**config.mk**
```make
export PLATFORM = sky130hd
export DESIGN_NAME = slsd_ctrl_flat
export DESIGN_NICKNAME = d
export VERILOG_FILES = /design/src/rtl/slsd_pkg.sv /design/src/rtl/slsd_if.sv /design/src/rtl/slsd_ctrl.sv /design/src/rtl/slsd_fifo.sv /design/src/flat_wrapper.sv
export SDC_FILE = /design/constraint.sdc
export NUM_CORES = 1
export LEC_CHECK = 0
export ABC_AREA = 1
export BUFFER_PORTS_ARGS = -buffer_cell sky130_fd_sc_hd__buf_2
export CAP_MARGIN = 20
export CORE_UTILIZATION = 55
export CTS_CLUSTER_DIAMETER = 120
export DETAILED_ROUTE_END_ITERATION = 12
export PLACE_DENSITY_LB_ADDON = 0.2
export SYNTH_ARGS = -nofsm -noshare
export SYNTH_HDL_FRONTEND = slang
export SYNTH_SLANG_ARGS = --single-unit
```
**constraint.sdc**
```tcl
create_clock -name ref_clk -period 3.4 [get_ports ref_clk]
set_input_delay 0.34 -clock ref_clk [delete_from_list [all_inputs] [get_ports ref_clk]]
set_output_delay 0.34 -clock ref_clk [all_outputs]
set_load 0.05 [all_outputs]
```
**src/rtl/slsd_pkg.sv**
```systemverilog
// Purpose: shared constants and types for the serial latched sink driver
// Assumes: one 20 MHz clock, ref_clk
// Notes:   times in ns, cycle counts derived from the clock period
package slsd_pkg;
  // ----------------------------------------------------------------
  // sizes
  // ----------------------------------------------------------------
  localparam int unsigned NUM_CH       = 16;
  localparam int unsigned FIFO_DEPTH   = 16;
  localparam int unsigned CLK_PERIOD_NS = 50;
  // ----------------------------------------------------------------
  // timing, as printed, then cycles (least times round up)
  // ----------------------------------------------------------------
  localparam int unsigned SCLK_MAX_MHZ    = 10;
  localparam int unsigned SCLK_HALF_NS    = 1000 / (2 * SCLK_MAX_MHZ);
  localparam int unsigned LATCH_SETUP_NS  = 100;
  localparam int unsigned LATCH_WIDTH_NS  = 100;
  localparam int unsigned BLANK_WIDTH_NS  = 4500;
  localparam int unsigned SCLK_HALF_CYC   =
    (SCLK_HALF_NS + CLK_PERIOD_NS - 1) / CLK_PERIOD_NS;
  localparam int unsigned LATCH_SETUP_CYC =
    (LATCH_SETUP_NS + CLK_PERIOD_NS - 1) / CLK_PERIOD_NS;
  localparam int unsigned LATCH_WIDTH_CYC =
    (LATCH_WIDTH_NS + CLK_PERIOD_NS - 1) / CLK_PERIOD_NS;
  localparam int unsigned BLANK_WIDTH_CYC =
    (BLANK_WIDTH_NS + CLK_PERIOD_NS - 1) / CLK_PERIOD_NS;
  localparam int unsigned CNT_W = 8;
  localparam logic [CNT_W-1:0] CNT_ZERO = 8'h00;
  localparam logic [CNT_W-1:0] CNT_ONE  = 8'h01;
  localparam logic [NUM_CH-1:0] PAT_ZERO = 16'h0000;
  localparam logic [NUM_CH-1:0] ALL_OFF  = 16'hffff;
endpackage : slsd_pkg

```
**src/rtl/slsd_if.sv**
```systemverilog
// Purpose: serial link pins between controller and sink driver
// Assumes: all pins one-way, driven by plain logic
// Notes:   no clocking block; testbench samples directly
`timescale 1ns/10ps
`default_nettype none
interface slsd_if;
  logic sclk;     // serial clock
  logic sdin;     // serial data into the driver
  logic sdout;    // serial data out, for cascading
  logic latch_ld; // latch load, transparent while high
  logic blank;    // output blank, active high
  modport drv (input sclk, input sdin, input latch_ld, input blank, output sdout);
  modport ctl (output sclk, output sdin, output latch_ld, output blank, input sdout);
endinterface : slsd_if
`default_nettype wire

```
**src/rtl/slsd_ctrl.sv**
```systemverilog
// Purpose: controller end, shifts words out and pulses latch load
// Assumes: words queue in a 16-word fifo; blank given as its own level input
// Notes:   serial clock from a divider, at most 10 MHz
`timescale 1ns/10ps
`default_nettype none
module slsd_ctrl
  import slsd_pkg::*;
(
  input  wire logic                    ref_clk,
  input  wire logic                    resetn,
  input  wire logic                    wr_valid,
  output logic                         wr_ready,
  input  wire logic [slsd_pkg::NUM_CH-1:0] wr_data,
  input  wire logic                    blank_req,
  output logic                         busy,
  slsd_if.ctl                          lnk
);
  import slsd_pkg::*;
  typedef enum {ST_IDLE, ST_LOW, ST_HIGH, ST_SETUP, ST_LOAD, ST_HOLD} slsd_st_t;
  typedef struct packed {
    slsd_st_t          st;
    logic [NUM_CH-1:0] sh;
    logic [4:0]        bits;
    logic [CNT_W-1:0]  cnt;
    logic [CNT_W-1:0]  bcnt;
    logic              sclk;
    logic              sdin;
    logic              ld;
    logic              blank;
    logic              busy;
  } slsd_ctl_t;
  slsd_ctl_t s_q;
  slsd_ctl_t s_d;
  logic              f_valid;
  logic              f_ready;
  logic [NUM_CH-1:0] f_data;
  // ----------------------------------------------------------------
  // word queue; back-pressure reaches wr_ready
  // ----------------------------------------------------------------
  slsd_fifo #(.WIDTH(NUM_CH), .DEPTH(FIFO_DEPTH)) u_fifo (
    .ref_clk   (ref_clk),
    .resetn    (resetn),
    .in_valid  (wr_valid),
    .in_ready  (wr_ready),
    .in_data   (wr_data),
    .out_valid (f_valid),
    .out_ready (f_ready),
    .out_data  (f_data)
  );
  assign f_ready = (s_q.st == ST_IDLE);
  always_comb begin
    s_d = s_q;
    s_d.busy = (s_q.st != ST_IDLE) || f_valid;
    if (s_q.cnt != CNT_ZERO) begin
      s_d.cnt = s_q.cnt - CNT_ONE;
    end
    // blank changes held a minimum width
    if (s_q.bcnt != CNT_ZERO) begin
      s_d.bcnt = s_q.bcnt - CNT_ONE;
    end else if (blank_req != s_q.blank) begin
      s_d.blank = blank_req;
      s_d.bcnt  = CNT_W'(BLANK_WIDTH_CYC);
    end
    case (s_q.st)
      ST_IDLE: begin
        if (f_valid) begin
          s_d.sh   = f_data;
          s_d.bits = 5'(NUM_CH);
          s_d.st   = ST_LOW;
          s_d.cnt  = CNT_W'(SCLK_HALF_CYC);
        end
      end
      ST_LOW: begin
        s_d.sclk = 1'b0;
        s_d.sdin = s_q.sh[NUM_CH-1];
        if (s_q.cnt == CNT_ZERO) begin
          s_d.st   = ST_HIGH;
          s_d.cnt  = CNT_W'(SCLK_HALF_CYC);
        end
      end
      ST_HIGH: begin
        s_d.sclk = 1'b1;
        if (s_q.cnt == CNT_ZERO) begin
          s_d.sclk = 1'b0;
          s_d.sh   = {s_q.sh[NUM_CH-2:0], 1'b0};
          s_d.bits = s_q.bits - 5'h01;
          s_d.cnt  = CNT_W'(SCLK_HALF_CYC);
          s_d.st   = (s_q.bits == 5'h01) ? ST_SETUP : ST_LOW;
          if (s_q.bits == 5'h01) begin
            s_d.cnt = CNT_W'(LATCH_SETUP_CYC);
          end
        end
      end
      ST_SETUP: begin
        if (s_q.cnt == CNT_ZERO) begin
          s_d.ld  = 1'b1;
          s_d.cnt = CNT_W'(LATCH_WIDTH_CYC);
          s_d.st  = ST_LOAD;
        end
      end
      ST_LOAD: begin
        if (s_q.cnt == CNT_ZERO) begin
          s_d.ld = 1'b0; // latch load never left high, so no case
          s_d.st = ST_HOLD;
        end
      end
      default: begin
        s_d.st = ST_IDLE;
      end
    endcase
  end
  always_ff @(posedge ref_clk) begin
    if (!resetn) begin
      s_q       <= '0;
      s_q.st    <= ST_IDLE;
      s_q.blank <= 1'b1;
    end else begin
      s_q <= s_d;
    end
  end
  assign lnk.sclk     = s_q.sclk;
  assign lnk.sdin     = s_q.sdin;
  assign lnk.latch_ld = s_q.ld;
  assign lnk.blank    = s_q.blank;
  assign busy         = s_q.busy;
endmodule : slsd_ctrl
`default_nettype wire

```
**src/rtl/slsd_fifo.sv**
```systemverilog
// Purpose: small flip-flop FIFO with valid and ready on both sides
// Assumes: single clock, synchronous active-low reset
// Notes:   depth must be a power of two
`timescale 1ns/10ps
`default_nettype none
module slsd_fifo #(
  parameter int unsigned WIDTH = 16,
  parameter int unsigned DEPTH = 16
) (
  input  wire logic             ref_clk,
  input  wire logic             resetn,
  input  wire logic             in_valid,
  output logic                  in_ready,
  input  wire logic [WIDTH-1:0] in_data,
  output logic                  out_valid,
  input  wire logic             out_ready,
  output logic      [WIDTH-1:0] out_data
);
  localparam int unsigned AW = $clog2(DEPTH);
  logic [WIDTH-1:0] mem_q [DEPTH];
  logic [AW:0]      wr_q;
  logic [AW:0]      rd_q;
  logic             push;
  logic             pop;
  assign in_ready  = (wr_q - rd_q) != (AW+1)'(DEPTH);
  assign out_valid = wr_q != rd_q;
  assign out_data  = mem_q[rd_q[AW-1:0]];
  assign push      = in_valid && in_ready;
  assign pop       = out_valid && out_ready;
  always_ff @(posedge ref_clk) begin
    if (!resetn) begin
      wr_q <= '0;
      rd_q <= '0;
    end else begin
      if (push) begin
        mem_q[wr_q[AW-1:0]] <= in_data;
        wr_q                <= wr_q + 1'b1;
      end
      if (pop) begin
        rd_q <= rd_q + 1'b1;
      end
    end
  end
endmodule : slsd_fifo
`default_nettype wire

```
**src/flat_wrapper.sv**
```systemverilog
// flat-port wrapper written by rule: the top's interface ports become plain ports
module slsd_ctrl_flat import slsd_pkg::*;
  (ref_clk, resetn, wr_valid, wr_ready, wr_data, blank_req, busy, lnk_sclk, lnk_sdin, lnk_latch_ld, lnk_blank, lnk_sdout);
  slsd_if lnk_i ();
  input  wire logic ref_clk;
  input  wire logic resetn;
  input  wire logic wr_valid;
  output logic wr_ready;
  input  wire logic [slsd_pkg::NUM_CH-1:0] wr_data;
  input  wire logic blank_req;
  output logic busy;
  output wire logic [$bits(lnk_i.sclk)-1:0] lnk_sclk;
  output wire logic [$bits(lnk_i.sdin)-1:0] lnk_sdin;
  output wire logic [$bits(lnk_i.latch_ld)-1:0] lnk_latch_ld;
  output wire logic [$bits(lnk_i.blank)-1:0] lnk_blank;
  input wire logic [$bits(lnk_i.sdout)-1:0] lnk_sdout;
  assign lnk_sclk = lnk_i.sclk;
  assign lnk_sdin = lnk_i.sdin;
  assign lnk_latch_ld = lnk_i.latch_ld;
  assign lnk_blank = lnk_i.blank;
  assign lnk_i.sdout = lnk_sdout;
  slsd_ctrl u_core (.ref_clk(ref_clk), .resetn(resetn), .wr_valid(wr_valid), .wr_ready(wr_ready), .wr_data(wr_data), .blank_req(blank_req), .busy(busy), .lnk(lnk_i));
endmodule
```
Word-level counts from Yosys, hierarchy flattened
Memory sizes are Yosys's and may differ from the RTL's. A register that Yosys moved wholly into a read port is not among the register bits.
Index checks and enable logic that the tools add are counted.
W data, S select, Z words.
- flip-flop bits (word level): 84
- latch bits: 0
- RAM bits: 256
- memory bits (read-only): 0
- input bits: 21
- output and inout port bits: 6
- word-level logic and storage cells: 75
- memories: 1
- add/subtract/negate cells: 6
- multiply operators: 0
- divide/modulo/power cells: 0
- magnitude comparators: 0
- equality and inequality tests: 13
- shifts and indexed selects: 0
- mux-type cells: 25
- bitwise gates (word level): 1
- reduce and logical (&&, ||, !) cells: 17
- memories (name ; words ; bits a word ; read ports ; clocked after Yosys merged registers in ; write ports ; RTL line ; source):
    u_core.u_fifo.mem_q ; 16 ; 16 ; 1 ; 1 ; 1 ; slsd_fifo.sv:20 ; logic [WIDTH-1:0] mem_q [DEPTH];
- operators by type and width (cell ; number):
    $pmux W32 S5 ; 1
    $mux W61 ; 2
    $mux W32 ; 3
    $eq A32 B2 Y1 const B ; 2
    $logic_not A32 Y1 ; 2
    $pmux W21 S2 ; 1
    $mux W8 ; 5
    $eq A32 B1 Y1 const B ; 1
    $eq A32 B3 Y1 const B ; 1
    $pmux W8 S4 ; 1
    $reduce_bool A32 Y1 ; 1
    $reduce_bool A8 Y1 ; 2
    $sub A8 B1 Y8 const B ; 2
    $add A5 B1 Y5 const B ; 2
    $ne A2 B1 Y1 const B ; 5
    $logic_not A8 Y1 ; 1
    $mux W4 ; 2
    $reduce_bool A2 Y1 ; 4
    $mux W1 ; 6
    $reduce_and A3 Y1 ; 2
    $eq A5 B1 Y1 const B ; 1
    $ne A5 B5 Y1 ; 1
    $ne A5 B5 Y1 const B ; 1
    $reduce_and A5 Y1 ; 1
    9 further kinds ; 12

Longest topological paths before layout
Gate-level depths: netlist of the first run.
- depth after elaboration: 6
- mapped depth: 15
- gate-level depth less buffers: 14

Hierarchy
From an unflattened synthesis of the first run, not the netlist that was laid out.
- cells, all modules: 1236
- area, all modules: 13399.1 µm²
- by module, submodules not included (module ; times used ; cells an instance ; area an instance (µm²) ; sequential area each (µm²)):
    slsd_fifo ; 1 ; 895 ; 10984.3 ; 7967.6
    slsd_ctrl ; 1 ; 341 ; 2414.8 ; 900.9

Worst setup path after synthesis of the first run
No wires, ideal clock.
- path type: reg2reg
- from: reg u_core.u_fifo.rd_q[2]
- to: mem u_core.u_fifo.mem_q[12][0] (enable)
- setup time: 388 ps
- arrival time: 2241 ps
- data required time: 3012 ps
- setup slack: 770 ps
- stages on the path, launching flop included: 14
- buffers on the path: 0
- clock period less this slack: 2630 ps
- cells stage by stage: dfxtp_1 -> inv_1 -> ha_1 -> nand2_1 -> inv_1 -> nand2_1 -> nand2_1 -> nor2_1 -> nor2_2 -> nand2_4 -> nand2_4 -> inv_4 -> nand2_4 -> nor2_1
- cells in the longest elaborated chain, start to end: 6
- ends and longest elaborated chain (item ; RTL line ; source):
    start: declaration ; slsd_fifo.sv:22 ; logic [AW:0] rd_q;
    start signal: assignment ; slsd_fifo.sv:40 ; rd_q <= rd_q + 1'b1;
    $sub A5 B5 Y5 ; slsd_fifo.sv:25 ; assign in_ready = (wr_q - rd_q) != (AW+1)'(DEPTH);
    $ne A5 B5 Y1 ; slsd_fifo.sv:25 ;
    named net wr_ready ; flat_wrapper.sv:8 ; output logic wr_ready;
    $logic_and A1 B1 Y1 ; slsd_fifo.sv:28 ; assign push = in_valid && in_ready;
    $mux W1 ; slsd_fifo.sv:35 ; if (push) begin
    $mux W1 ; slsd_fifo.sv:31 ; if (!resetn) begin
    $mux W1 (not written as such) ; slsd_fifo.sv:36 ; mem_q[wr_q[AW-1:0]] <= in_data;
    end: declaration ; slsd_fifo.sv:20 ;
The timed path passes the listed nets, and every way through them passes these cells.

Worst setup path after layout of the first run
- from: reg u_core.u_fifo.wr_q[2]
- to: mem u_core.u_fifo.mem_q[7][6] (enable)
- cells in the longest elaborated chain, start to end: 6
- ends and longest elaborated chain (item ; RTL line ; source):
    start: declaration ; slsd_fifo.sv:21 ; logic [AW:0] wr_q;
    start signal: assignment ; slsd_fifo.sv:37 ; wr_q <= wr_q + 1'b1;
    $sub A5 B5 Y5 ; slsd_fifo.sv:25 ;
    $ne A5 B5 Y1 ; slsd_fifo.sv:25 ;
    $logic_and A1 B1 Y1 ; slsd_fifo.sv:28 ;
    $mux W1 ; slsd_fifo.sv:35 ;
    $mux W1 ; slsd_fifo.sv:31 ;
    $mux W1 (not written as such) ; slsd_fifo.sv:36 ;
Several ways; a longest one is shown, not always the timed one.

==> metrics.csv, run 1 <==
stage;metric;value;unit
layout;layout net count;1335;
layout;P&R area growth vs syn;11.5;%
pwr;worst vdd ir;0.000447;V
logic_synthesis;Yosys reg bits;315;
pwr;NetSw;3.80;mW
drt;Vias;8962;
clock_tree;CTS Buf Count;34;
drt;mean routed wirelength per cell;17.9;um
logic_synthesis;Yosys warning total;0;
timing;worst-margin pin slew;978;ps
critical_path;Required @ worst endpoint;3620;ps
timing;RSZ-0062 raised after global routing;false;
clock_tree;clock tree sinks;315;
layout;filler cell count;1910;
clock_tree;register clock-pin slew on the reported worst setup and hold paths;60;ps
drt;DRC violations left;0;
worst_hold_path;Worst Hold Class;in -> reg;
clock_tree;worst-case clock buffer depth;3;
clock_tree;CTS HTree Levels;2;
layout;layout cell share with drive strength beyond 1;0.113;
outcome;run status;finished, final reports clean;
pwr;Int Pwr;7.51;mW
pwr;PD cells;744;mW/mm2
floorplan;die area;0.0254;mm2
pwr;Tot Pwr;11.3;mW
drt;Vias/cell;5.44;
timing;Slew headroom;0.348;
logic_synthesis;Avg Inst Size Synth;10.7;um2
clock_tree;cts repair resizes;0;
drt;DR WL met2;14.0;mm
job;max-cap violations;0;
pwr;Switching Share;0.336;
timing;Peak Freq;349;MHz
layout;Sequential cell area;0.00887;mm2
pwr;Comb pwr share;0.285;
place;PortBufs;25;
global_routing;GRT Overall Usage;0.240;
drt;final WL;29.5;mm
clock_tree;Root Driver;clkbuf_16;
timing;min Tclk post-route;2870;ps
critical_path;critical path capture point type;register;
layout;cell area after layout;0.0152;mm2
global_routing;first-pass GRT wire length;46.9;mm
timing;clock skew;19.3;ps
floorplan;row count;57;
critical_path;kind of critical path;reg -> reg;
timing;final hold vios;0;
critical_path;WP data arrival;3090;ps
layout;area of the multi-input gates;0.00375;mm2
layout;final antenna diode count;0;
drt;drt first pass iters;5;
drt;DR WL met3;1.85;mm
pwr;Reg power frac;0.405;
clock_tree;hold buffers post-CTS;0;
place;DP Area;0.0141;mm2
global_routing;vias in the first global route;8699;
floorplan;Core ar.;0.0243;mm2
drt;number of routed nets with antenna violations;0;
logic_synthesis;synthesized instance count;1271;
logic_synthesis;Seq/Total Area, Yosys;0.651;
global_routing;largest net degree at the start of global routing;112;
logic_synthesis;Synth cell types;35;
floorplan;Die Y;159;um
global_routing;total grt overflow;0;
logic_synthesis;Post-Syn Nets;1308;
timing;Worst Hold Margin;69.4;ps
timing;Fin Setup TNS;0;ps
timing;final setup violation count;0;
logic_synthesis;Synth Cell Area;0.0136;mm2
timing;Final Cycle Share;0.843;
critical_path;critical path peak fanout;16;
floorplan;Initial Util;0.561;
clock_tree;CTS tree;done;
clock_tree;Worst-Skew Late Latency;520;ps
pwr;Leakage Power;5.70;nW
place;hpwl dp;17.6;mm
drt;max layer used;met4;
place;GP Congestion;0.838;
floorplan;die span in x;159;um
critical_path;Startpoint Class;register;
pwr;Clk pwr share;0.309;
drt;initial drt markers;725;
clock_tree;postcts setup bufs;0;
drt;wl on met1;12.7;mm
global_routing;initial antenna violation count;0;
floorplan;num ports;27;
timing;Slew Viols, Final;0;
-- worst max-delay path: stages, from the launching register on --
cell	delay [ps]
dfxtp_1	480
ha_1	340
nand2_1	110
inv_1	40
nand2_1	90
nand2_1	60
nor2_1	110
nor2_2	60
nand2_4	110
nand2_4	80
inv_4	70
nand2_4	170
nor2_2	540
buf_4	300
-- metrics by stage --
stage	utilization	setup slack [ps]	cells
5_1_grt	0.625	365	1648
4_1_cts	0.625	530	1648
6_report	0.625	534	1648
2_1_floorplan	-	770	1271
3_5_place_dp	0.582	514	1586
3_3_place_gp	0.582	541	1586
-- area by class of cell --
type	count	share of cell area
Inverter	190	0.0471
Multi-Input combinational cell	702	0.247
Clock inverter	18	0.00996
Clock buffer	44	0.0598
Sequential cell	315	0.584
Tap cell	324	0.0267
Timing Repair Buffer	55	0.0263
-- per-layer routing --
layer  track usage  up-vias
met5             0        -
li1              -     4398
met2         0.387      282
met4        0.0997        0
met3        0.0367       61
met1         0.326     4221
-- power by group through the flow --
| stage | registers (mW) | clock network [mW] | logic (mW) |
|---|---|---|---|
| floorplan | 4.68 | 0 | 2.43 |
| global placement | 4.66 | 0 | 3.16 |
| detailed placement | 4.66 | 0 | 3.21 |
| CTS | 4.59 | 3.54 | 3.24 |
| global route | 4.62 | 3.69 | 3.63 |
| finish | 4.59 | 3.50 | 3.23 |
-- cells in the mapped netlist --
| library cell | n | area (um2) |
|---|---|---|
| nand2_1 | 257 | 965 |
| edfxtp_1 | 256 | 7690 |
| inv_1 | 184 | 691 |
| nand3_1 | 116 | 581 |
| o211ai_1 | 112 | 841 |
| dfxtp_1 | 59 | 1180 |
| a21oi_1 | 52 | 260 |
| nor2_1 | 47 | 176 |
| o21ai_0 | 31 | 155 |
| buf_2 | 29 | 145 |
| clkbuf_1 | 25 | 93.8 |
| ha_1 | 16 | 200 |
| nor2_2 | 14 | 87.6 |
| a21oi_2 | 9 | 78.8 |
| nor3_1 | 8 | 40.0 |
| xor2_1 | 7 | 61.3 |
| buf_4 | 5 | 37.5 |
| inv_2 | 5 | 18.8 |
| nand4_1 | 5 | 31.3 |
| nor2_4 | 5 | 56.3 |
| xnor2_1 | 5 | 43.8 |
| buf_1 | 3 | 11.3 |
| nand2_2 | 3 | 18.8 |
| nand2_4 | 3 | 33.8 |
| nand3_2 | 3 | 30.0 |
| nand3b_1 | 2 | 15.0 |
| nor3b_1 | 2 | 15.0 |
| a211oi_1 | 1 | 7.51 |
| a311oi_1 | 1 | 8.76 |
| a31oi_1 | 1 | 6.26 |
| buf_6 | 1 | 11.3 |
| buf_8 | 1 | 15.0 |
| inv_4 | 1 | 6.26 |
| o21ai_1 | 1 | 5.00 |
| xnor2_2 | 1 | 16.3 |
-- registers in the layout (all words and copies together) (netlist names), named ones only --
| register | count |
|---|---|
| u_core.u_fifo.mem_q | 256 |
| u_core.lnk.latch_ld | 1 |
| u_core.u_fifo.rd_q | 5 |
| u_core.busy | 1 |
| u_core.u_fifo.wr_q | 5 |
| u_core.lnk.sclk | 1 |
| u_core.lnk.blank | 1 |
| u_core.lnk.sdin | 1 |
| u_core.s_q | 40 |
-- cells by family after synthesis --
family,Yosys count,synth area share
and+or+nand+nor,465,0.150
AOI/OAI and AO/OA,208,0.100
xor gates and xnor gates,13,0.00890
buffers and inverters,254,0.0755
DFF,315,0.651
adders and majority gates,16,0.0147
-- cells in the final DEF, fill, tap and decap left out, types with 2 or more instances in the layout --
cell / Yosys / routed
buf_4: 5 / 26
a21oi_1: 52 / 52
ha_1: 16 / 16
clkinv_1: 0 / 11
nand3b_1: 2 / 2
nor3b_1: 2 / 2
inv_1: 184 / 184
nand2_1: 257 / 257
o211ai_1: 112 / 112
nand4_1: 5 / 5
nand2_4: 3 / 3
nand2_2: 3 / 3
nor2_2: 14 / 20
clkbuf_16: 0 / 35
nor3_1: 8 / 8
xnor2_1: 5 / 5
nor2_4: 5 / 5
bufinv_16: 0 / 2
nand3_2: 3 / 3
clkinv_8: 0 / 2
nor2_1: 47 / 41
edfxtp_1: 256 / 256
dfxtp_1: 59 / 57
clkbuf_1: 25 / 9
buf_12: 0 / 4
inv_2: 5 / 5
clkinv_2: 0 / 2
nand3_1: 116 / 116
a21oi_2: 9 / 9
xor2_1: 7 / 7
o21ai_0: 31 / 31
buf_2: 29 / 25
-- final timing paths --
kind,endpoint,startpoint,slack (ps),cells past startpoint
max,u_core.u_fifo.mem_q[7][6],u_core.u_fifo.wr_q[2],530,13
min,u_core.lnk.blank,blank_req,70,3
min reg2reg,u_core.lnk.latch_ld,u_core.lnk.latch_ld,460,2
max reg2reg,u_core.u_fifo.mem_q[7][6],u_core.u_fifo.wr_q[2],530,13
(Power assumes the default switching activity.)
==> run 2: changes to the inputs <==
--- a/config.mk
+++ b/config.mk
@@ -5,7 +5,7 @@
 export SDC_FILE = /design/constraint.sdc
 export NUM_CORES = 1
 export LEC_CHECK = 0
-export ABC_AREA = 1
+export ABC_AREA = 0
 export BUFFER_PORTS_ARGS = -buffer_cell sky130_fd_sc_hd__buf_2
 export CAP_MARGIN = 20
 export CORE_UTILIZATION = 55
==> constraint.sdc (replaced) <==
create_clock -name ref_clk -period 2.6 [get_ports ref_clk]
set_input_delay 0.26 -clock ref_clk [delete_from_list [all_inputs] [get_ports ref_clk]]
set_output_delay 0.26 -clock ref_clk [all_outputs]
set_load 0.05 [all_outputs]
==> metrics.csv, run 2 <==
stage;metric;value;unit
floorplan;row count;55;
critical_path;Startpoint Class;register;
pwr;worst vdd ir;0.000831;V
layout;final antenna diode count;0;
layout;most frequent cells in the layout;edfxtp_1, mux4_2, dfxtp_1;
layout;layout net count;861;
clock_tree;clock tree sinks;315;
logic_synthesis;Synth Cell Area;0.0128;mm2
timing;final worst slack;41.9;ps
timing;worst-margin pin slew;572;ps
clock_tree;Root Driver;clkbuf_16;
outcome;run status;finished, final reports clean;
layout;area of the multi-input gates;0.00391;mm2
floorplan;num ports;27;
timing;Peak Freq;391;MHz
place;hpwl dp;16.8;mm
clock_tree;register clock-pin slew on the reported worst setup and hold paths;60;ps
floorplan;Initial Util;0.564;
drt;Vias/cell;6.16;
drt;mean routed wirelength per cell;23.1;um
global_routing;largest net degree at the start of global routing;31;
layout;P&R area growth vs syn;17.0;%
drt;drt first pass iters;6;
place;pre-CTS setup slack;-141;ps
layout;max FFs per register;256;
layout;layout cell share with drive strength beyond 1;0.289;
critical_path;WP data arrival;2300;ps
critical_path;critical path capture point type;output port;
layout;filler cell count;1528;
worst_hold_path;Worst Hold Class;in -> reg;
global_routing;vias in the first global route;7140;
critical_path;Required @ worst endpoint;2340;ps
logic_synthesis;top-count cell post-synth;edfxtp_1;
clock_tree;Worst-Skew Late Latency;550;ps
logic_synthesis;Yosys reg bits;315;
layout;Sequential cell area;0.00888;mm2
clock_tree;CTS Buf Count;31;
timing;Slew headroom;0.618;
logic_synthesis;list of most frequent post-synthesis cells;edfxtp_1, mux4_2, dfxtp_1;
global_routing;first-pass GRT wire length;40.7;mm
logic_synthesis;Yosys top cell by area;edfxtp_1;
logic_synthesis;Avg Inst Size Synth;16.8;um2
timing;clock skew;10.5;ps
logic_synthesis;Yosys warning total;0;
timing;final setup violation count;0;
drt;number of routed nets with antenna violations;0;
global_routing;GRT Overall Usage;0.228;
logic_synthesis;Synth area leaders;edfxtp_1, mux4_2, dfxtp_1;
logic_synthesis;number of synthesized flops with an enable pin;256;
global_routing;total grt overflow;0;
pwr;Leakage Power;4.78;nW
timing;final hold vios;0;
place;PortBufs;25;
floorplan;die span in x;155;um
timing;min Tclk post-route;2560;ps
place;GP Congestion;0.845;
floorplan;Core ar.;0.0227;mm2
logic_synthesis;post-synth top area share;0.601;
pwr;Tot Pwr;14.8;mW
timing;Slew Viols, Final;0;
drt;Vias;6976;
logic_synthesis;Post-Syn Nets;799;
floorplan;Die Y;155;um
layout;most common cell after layout, fill and taps aside;edfxtp_1;
timing;Worst Hold Margin;98.0;ps
timing;RSZ-0062 raised after global routing;true;
critical_path;kind of critical path;reg -> out;
logic_synthesis;Synth cell types;61;
drt;final WL;26.2;mm
logic_synthesis;Main synth FF type;edfxtp_1;
clock_tree;worst-case clock buffer depth;3;
timing;Final Cycle Share;0.984;
job;max-cap violations;0;
clock_tree;CTS HTree Levels;1;
global_routing;initial antenna violation count;0;
critical_path;R2R Setup Slk;120;ps
floorplan;die area;0.0239;mm2
pwr;PD cells;991;mW/mm2
logic_synthesis;synthesized instance count;762;
clock_tree;CTS tree;done;
critical_path;critical path peak fanout;5;
logic_synthesis;Seq/Total Area, Yosys;0.693;
drt;DRC violations left;0;
drt;initial drt markers;548;
logic_synthesis;async set or reset register ratio after synthesis;0;
## run 2: changes by cell type after synthesis, moves of 27 or more
cell and delta:
nand2_1 -218, inv_1 -167, nand3_1 -106, o211ai_1 -97, mux4_2 +65, o21ai_0 -27
## run 2: layer usage
layer,wire [um],up-vias,GRT usage
met2,13100,206,0.386
met5,0,-,0
li1,-,3156,-
met3,1340,35,0.0289
met1,11300,3579,0.319
met4,485,0,0.0556
## run 2: worst paths after layout
check,startpoint,endpoint,cells past startpoint
worst max-delay path,u_core.u_fifo.rd_q[1],wr_ready,8
worst min-delay path,resetn,u_core.lnk.blank,2
worst max register to register,u_core.u_fifo.rd_q[1],u_core.u_fifo.mem_q[15][4],9
worst min register to register,u_core.s_q[11],u_core.s_q[11],1
## run 2: per-stage QoR
| step | TNS [ps] | cell area [um2] | instances | utilization |
|---|---|---|---|---|
| floorplan | -16940 | 12900 | 762 | - |
| global placement | 0 | 13800 | 1069 | 0.606 |
| detailed placement | -13950 | 13800 | 1069 | 0.606 |
| CTS | -36.8 | 14900 | 1131 | 0.657 |
| global route | -33.6 | 15000 | 1133 | 0.660 |
| finish | 0 | 15000 | 1133 | 0.660 |
## run 2: cells by family after synthesis
family	count (synthesis)	synth area share
AOI/OAI and AO/OA	104	0.0579
xor gates and xnor gates	20	0.0137
adders and majority gates	16	0.0156
buffers and inverters	59	0.0206
DFF	315	0.693
muxes	96	0.140
and+or+nand+nor	152	0.0592
## run 2: cell type report
class | instances | share of cell area
clock buffers | 40 | 0.0541
repair buffers | 71 | 0.0484
clock inverters | 17 | 0.0155
inverters | 17 | 0.00426
well taps | 285 | 0.0238
flip-flops and latches | 315 | 0.593
multi-input cells | 388 | 0.261
## run 2: power by group
group	switching [mW]	total [mW]	internal, mW	leakage, nW
Combinational	2.33	4.12	1.80	1.48
Clock	1.78	4.56	2.78	0.505
Sequential	0.310	6.15	5.84	2.79
## run 2: repair_timing
item | CTS | global route
hold endpoints to repair | 1 | 0
buffers inserted | 4 | 2
hold buffers | 1 | 0
pin swaps | 3 | 7
setup endpoints to repair | 257 | 241
resized for setup | 13 | 13
## run 2: critical path, cell delays in order (launching register included)
cell	delay [ps]
dfxtp_2	350
inv_2	60
ha_4	280
nor2b_4	160
o21ba_4	180
o211ai_1	150
and2_4	200
or2_4	230
buf_8	150
==> run 3: changes to the inputs <==
--- a/config.mk
+++ b/config.mk
@@ -12,6 +12,8 @@
 export CTS_CLUSTER_DIAMETER = 120
 export DETAILED_ROUTE_END_ITERATION = 12
 export PLACE_DENSITY_LB_ADDON = 0.2
+export REMOVE_ABC_BUFFERS = 1
+export SLEW_MARGIN = 20
 export SYNTH_ARGS = -nofsm -noshare
 export SYNTH_HDL_FRONTEND = slang
 export SYNTH_SLANG_ARGS = --single-unit
==> metrics.csv, run 3 (synthesized netlist as in run 2, its figures left out) <==
stage;metric;value;unit
layout;final cell count without fillers;1144;
clock_tree;Root Driver;clkbuf_16;
critical_path;WP data arrival;2280;ps
place;Inst Count DP;1078;
timing;worst-margin pin slew;669;ps
floorplan;die area;0.0239;mm2
global_routing;initial antenna violation count;0;
critical_path;FF-to-FF path depth;9;
drt;Vias;7116;
floorplan;Initial Util;0.564;
timing;final setup violation count;0;
pwr;PD cells;993;mW/mm2
critical_path;Critical Path Sink;wr_ready;
global_routing;largest net degree at the start of global routing;59;
layout;Finished Core Util;0.655;
floorplan;row count;55;
critical_path;critical path capture point type;output port;
outcome;run status;finished, final reports clean;
layout;filler cell count;1499;
clock_tree;Worst-Skew Late Latency;510;ps
critical_path;R2R Setup Slk;80;ps
global_routing;total grt overflow;0;
global_routing;GRT Overall Usage;0.233;
critical_path;RR Endpoint;u_core.u_fifo.mem_q[2][3];
clock_tree;CTS HTree Levels;2;
floorplan;Core ar.;0.0227;mm2
clock_tree;worst-case clock buffer depth;3;
critical_path;CP max-delay cell;dfxtp_2;
timing;min Tclk post-route;2540;ps
floorplan;num ports;27;
timing;Slew Viols, Final;0;
job;max-cap violations;0;
global_routing;first-pass GRT wire length;41.3;mm
floorplan;Die Y;155;um
worst_hold_path;Worst Min Path Start;resetn;
global_routing;vias in the first global route;7222;
clock_tree;clock tree sinks;315;
clock_tree;register clock-pin slew on the reported worst setup and hold paths;60;ps
critical_path;CP startpoint;u_core.u_fifo.rd_q[2];
place;hpwl dp;16.7;mm
drt;DRC violations left;0;
timing;final hold vios;0;
drt;number of routed nets with antenna violations;0;
layout;P&R area growth vs syn;16.3;%
critical_path;Required @ worst endpoint;2340;ps
place;GP Congestion;0.861;
drt;drt first pass iters;5;
timing;Slew headroom;0.554;
critical_path;reg2reg start;u_core.u_fifo.rd_q[3];
drt;Vias/cell;6.22;
critical_path;kind of critical path;reg -> out;
drt;final WL;26.6;mm
drt;initial drt markers;584;
timing;clock skew;13.0;ps
worst_hold_path;Worst Hold Class;in -> reg;
layout;max FFs per register;256;
layout;layout net count;873;
critical_path;Crit path largest cell delay;340;ps
layout;layout cell share with drive strength beyond 1;0.299;
layout;most common cell after layout, fill and taps aside;edfxtp_1;
clock_tree;CTS tree;done;
critical_path;Startpoint Class;register;
layout;final antenna diode count;0;
pwr;worst vdd ir;0.000612;V
drt;mean routed wirelength per cell;23.3;um
clock_tree;CTS Buf Count;34;
place;PortBufs;25;
floorplan;die span in x;155;um
critical_path;CP cell instances;inv_2, ha_4, a21oi_2, o21ai_2, xor2_1, buf_4, buf_6, or2_4, buf_8;
layout;most frequent cells in the layout;edfxtp_1, mux4_2, dfxtp_1;
timing;RSZ-0062 raised after global routing;true;
pwr;Leakage Power;4.77;nW
critical_path;critical path peak fanout;11;
timing;Peak Freq;393;MHz
timing;Final Cycle Share;0.978;
[run 3: changes by cell type in the layout (fill, tap and decap cells not counted), sizes merged]
cell / change
bufinv: -5
clkinvlp: +4
buf: +8
inv: +2
clkbuf: +2
[run 3: critical path: cells and delay by family, from the launching register on]
family	cells	cell delay (ps)
AOI/OAI and AO/OA	2	250
DFF	1	340
buffers and inverters	4	510
xor gates and xnor gates	1	160
adders and majority gates	1	270
and+or+nand+nor	1	250
[run 3: cell type report]
type	count	area (um2)	share of cell area
Clock buffer	41	898	0.0604
Clock inverter	18	130	0.00874
Inverter	17	63.8	0.00429
Multi-Input combinational cell	388	3840	0.258
Sequential cell	315	8880	0.597
Tap cell	285	357	0.0240
Timing Repair Buffer	80	708	0.0476
[run 3: how the worst min path moves through the flow]
stage                                     end  slack (ps)  cells after the start
after global placement    u_core.lnk.latch_ld         470                      2
final                        u_core.lnk.blank         110                      2
after floorplan              u_core.lnk.blank         320                      1
after CTS                    u_core.lnk.blank          90                      2
after detailed placement       u_core.s_q[26]         480                      1
after global routing         u_core.lnk.blank         120                      2
[run 3: report_power, final]
group | switching [mW] | leakage, nW | total [mW] | internal (mW)
Combinational | 2.30 | 1.48 | 4.16 | 1.86
Sequential | 0.326 | 2.79 | 6.16 | 5.84
Clock | 1.88 | 0.490 | 4.45 | 2.57
[run 3: per-layer routing]
layer,global-route usage,routed length (um)
met3,0.0375,1430
met4,0.0858,741
met5,0,0
met2,0.386,13400
met1,0.313,11100
[run 3: what timing repair did]
item,CTS,global route
pin swaps,3,4
setup endpoints to repair,142,33
gates resized for setup,18,15
cloned,0,1
hold buffers,1,0
setup buffers,4,1
hold endpoints to repair,1,0
[run 3: metrics by stage]
step	setup TNS [ps]	hold slack [ps]	area [um2]	setup WS, ps	total power [mW]
6_report	0	113	14900	58.5	14.8
3_3_place_gp	0	468	13700	25.3	9.95
5_1_grt	-44.1	116	14900	-31.5	15.5
3_5_place_dp	-1800	483	13700	-84.4	10.1
4_1_cts	0	85.7	14800	5.48	14.7
2_1_floorplan	-261650	322	12600	-1580	8.89
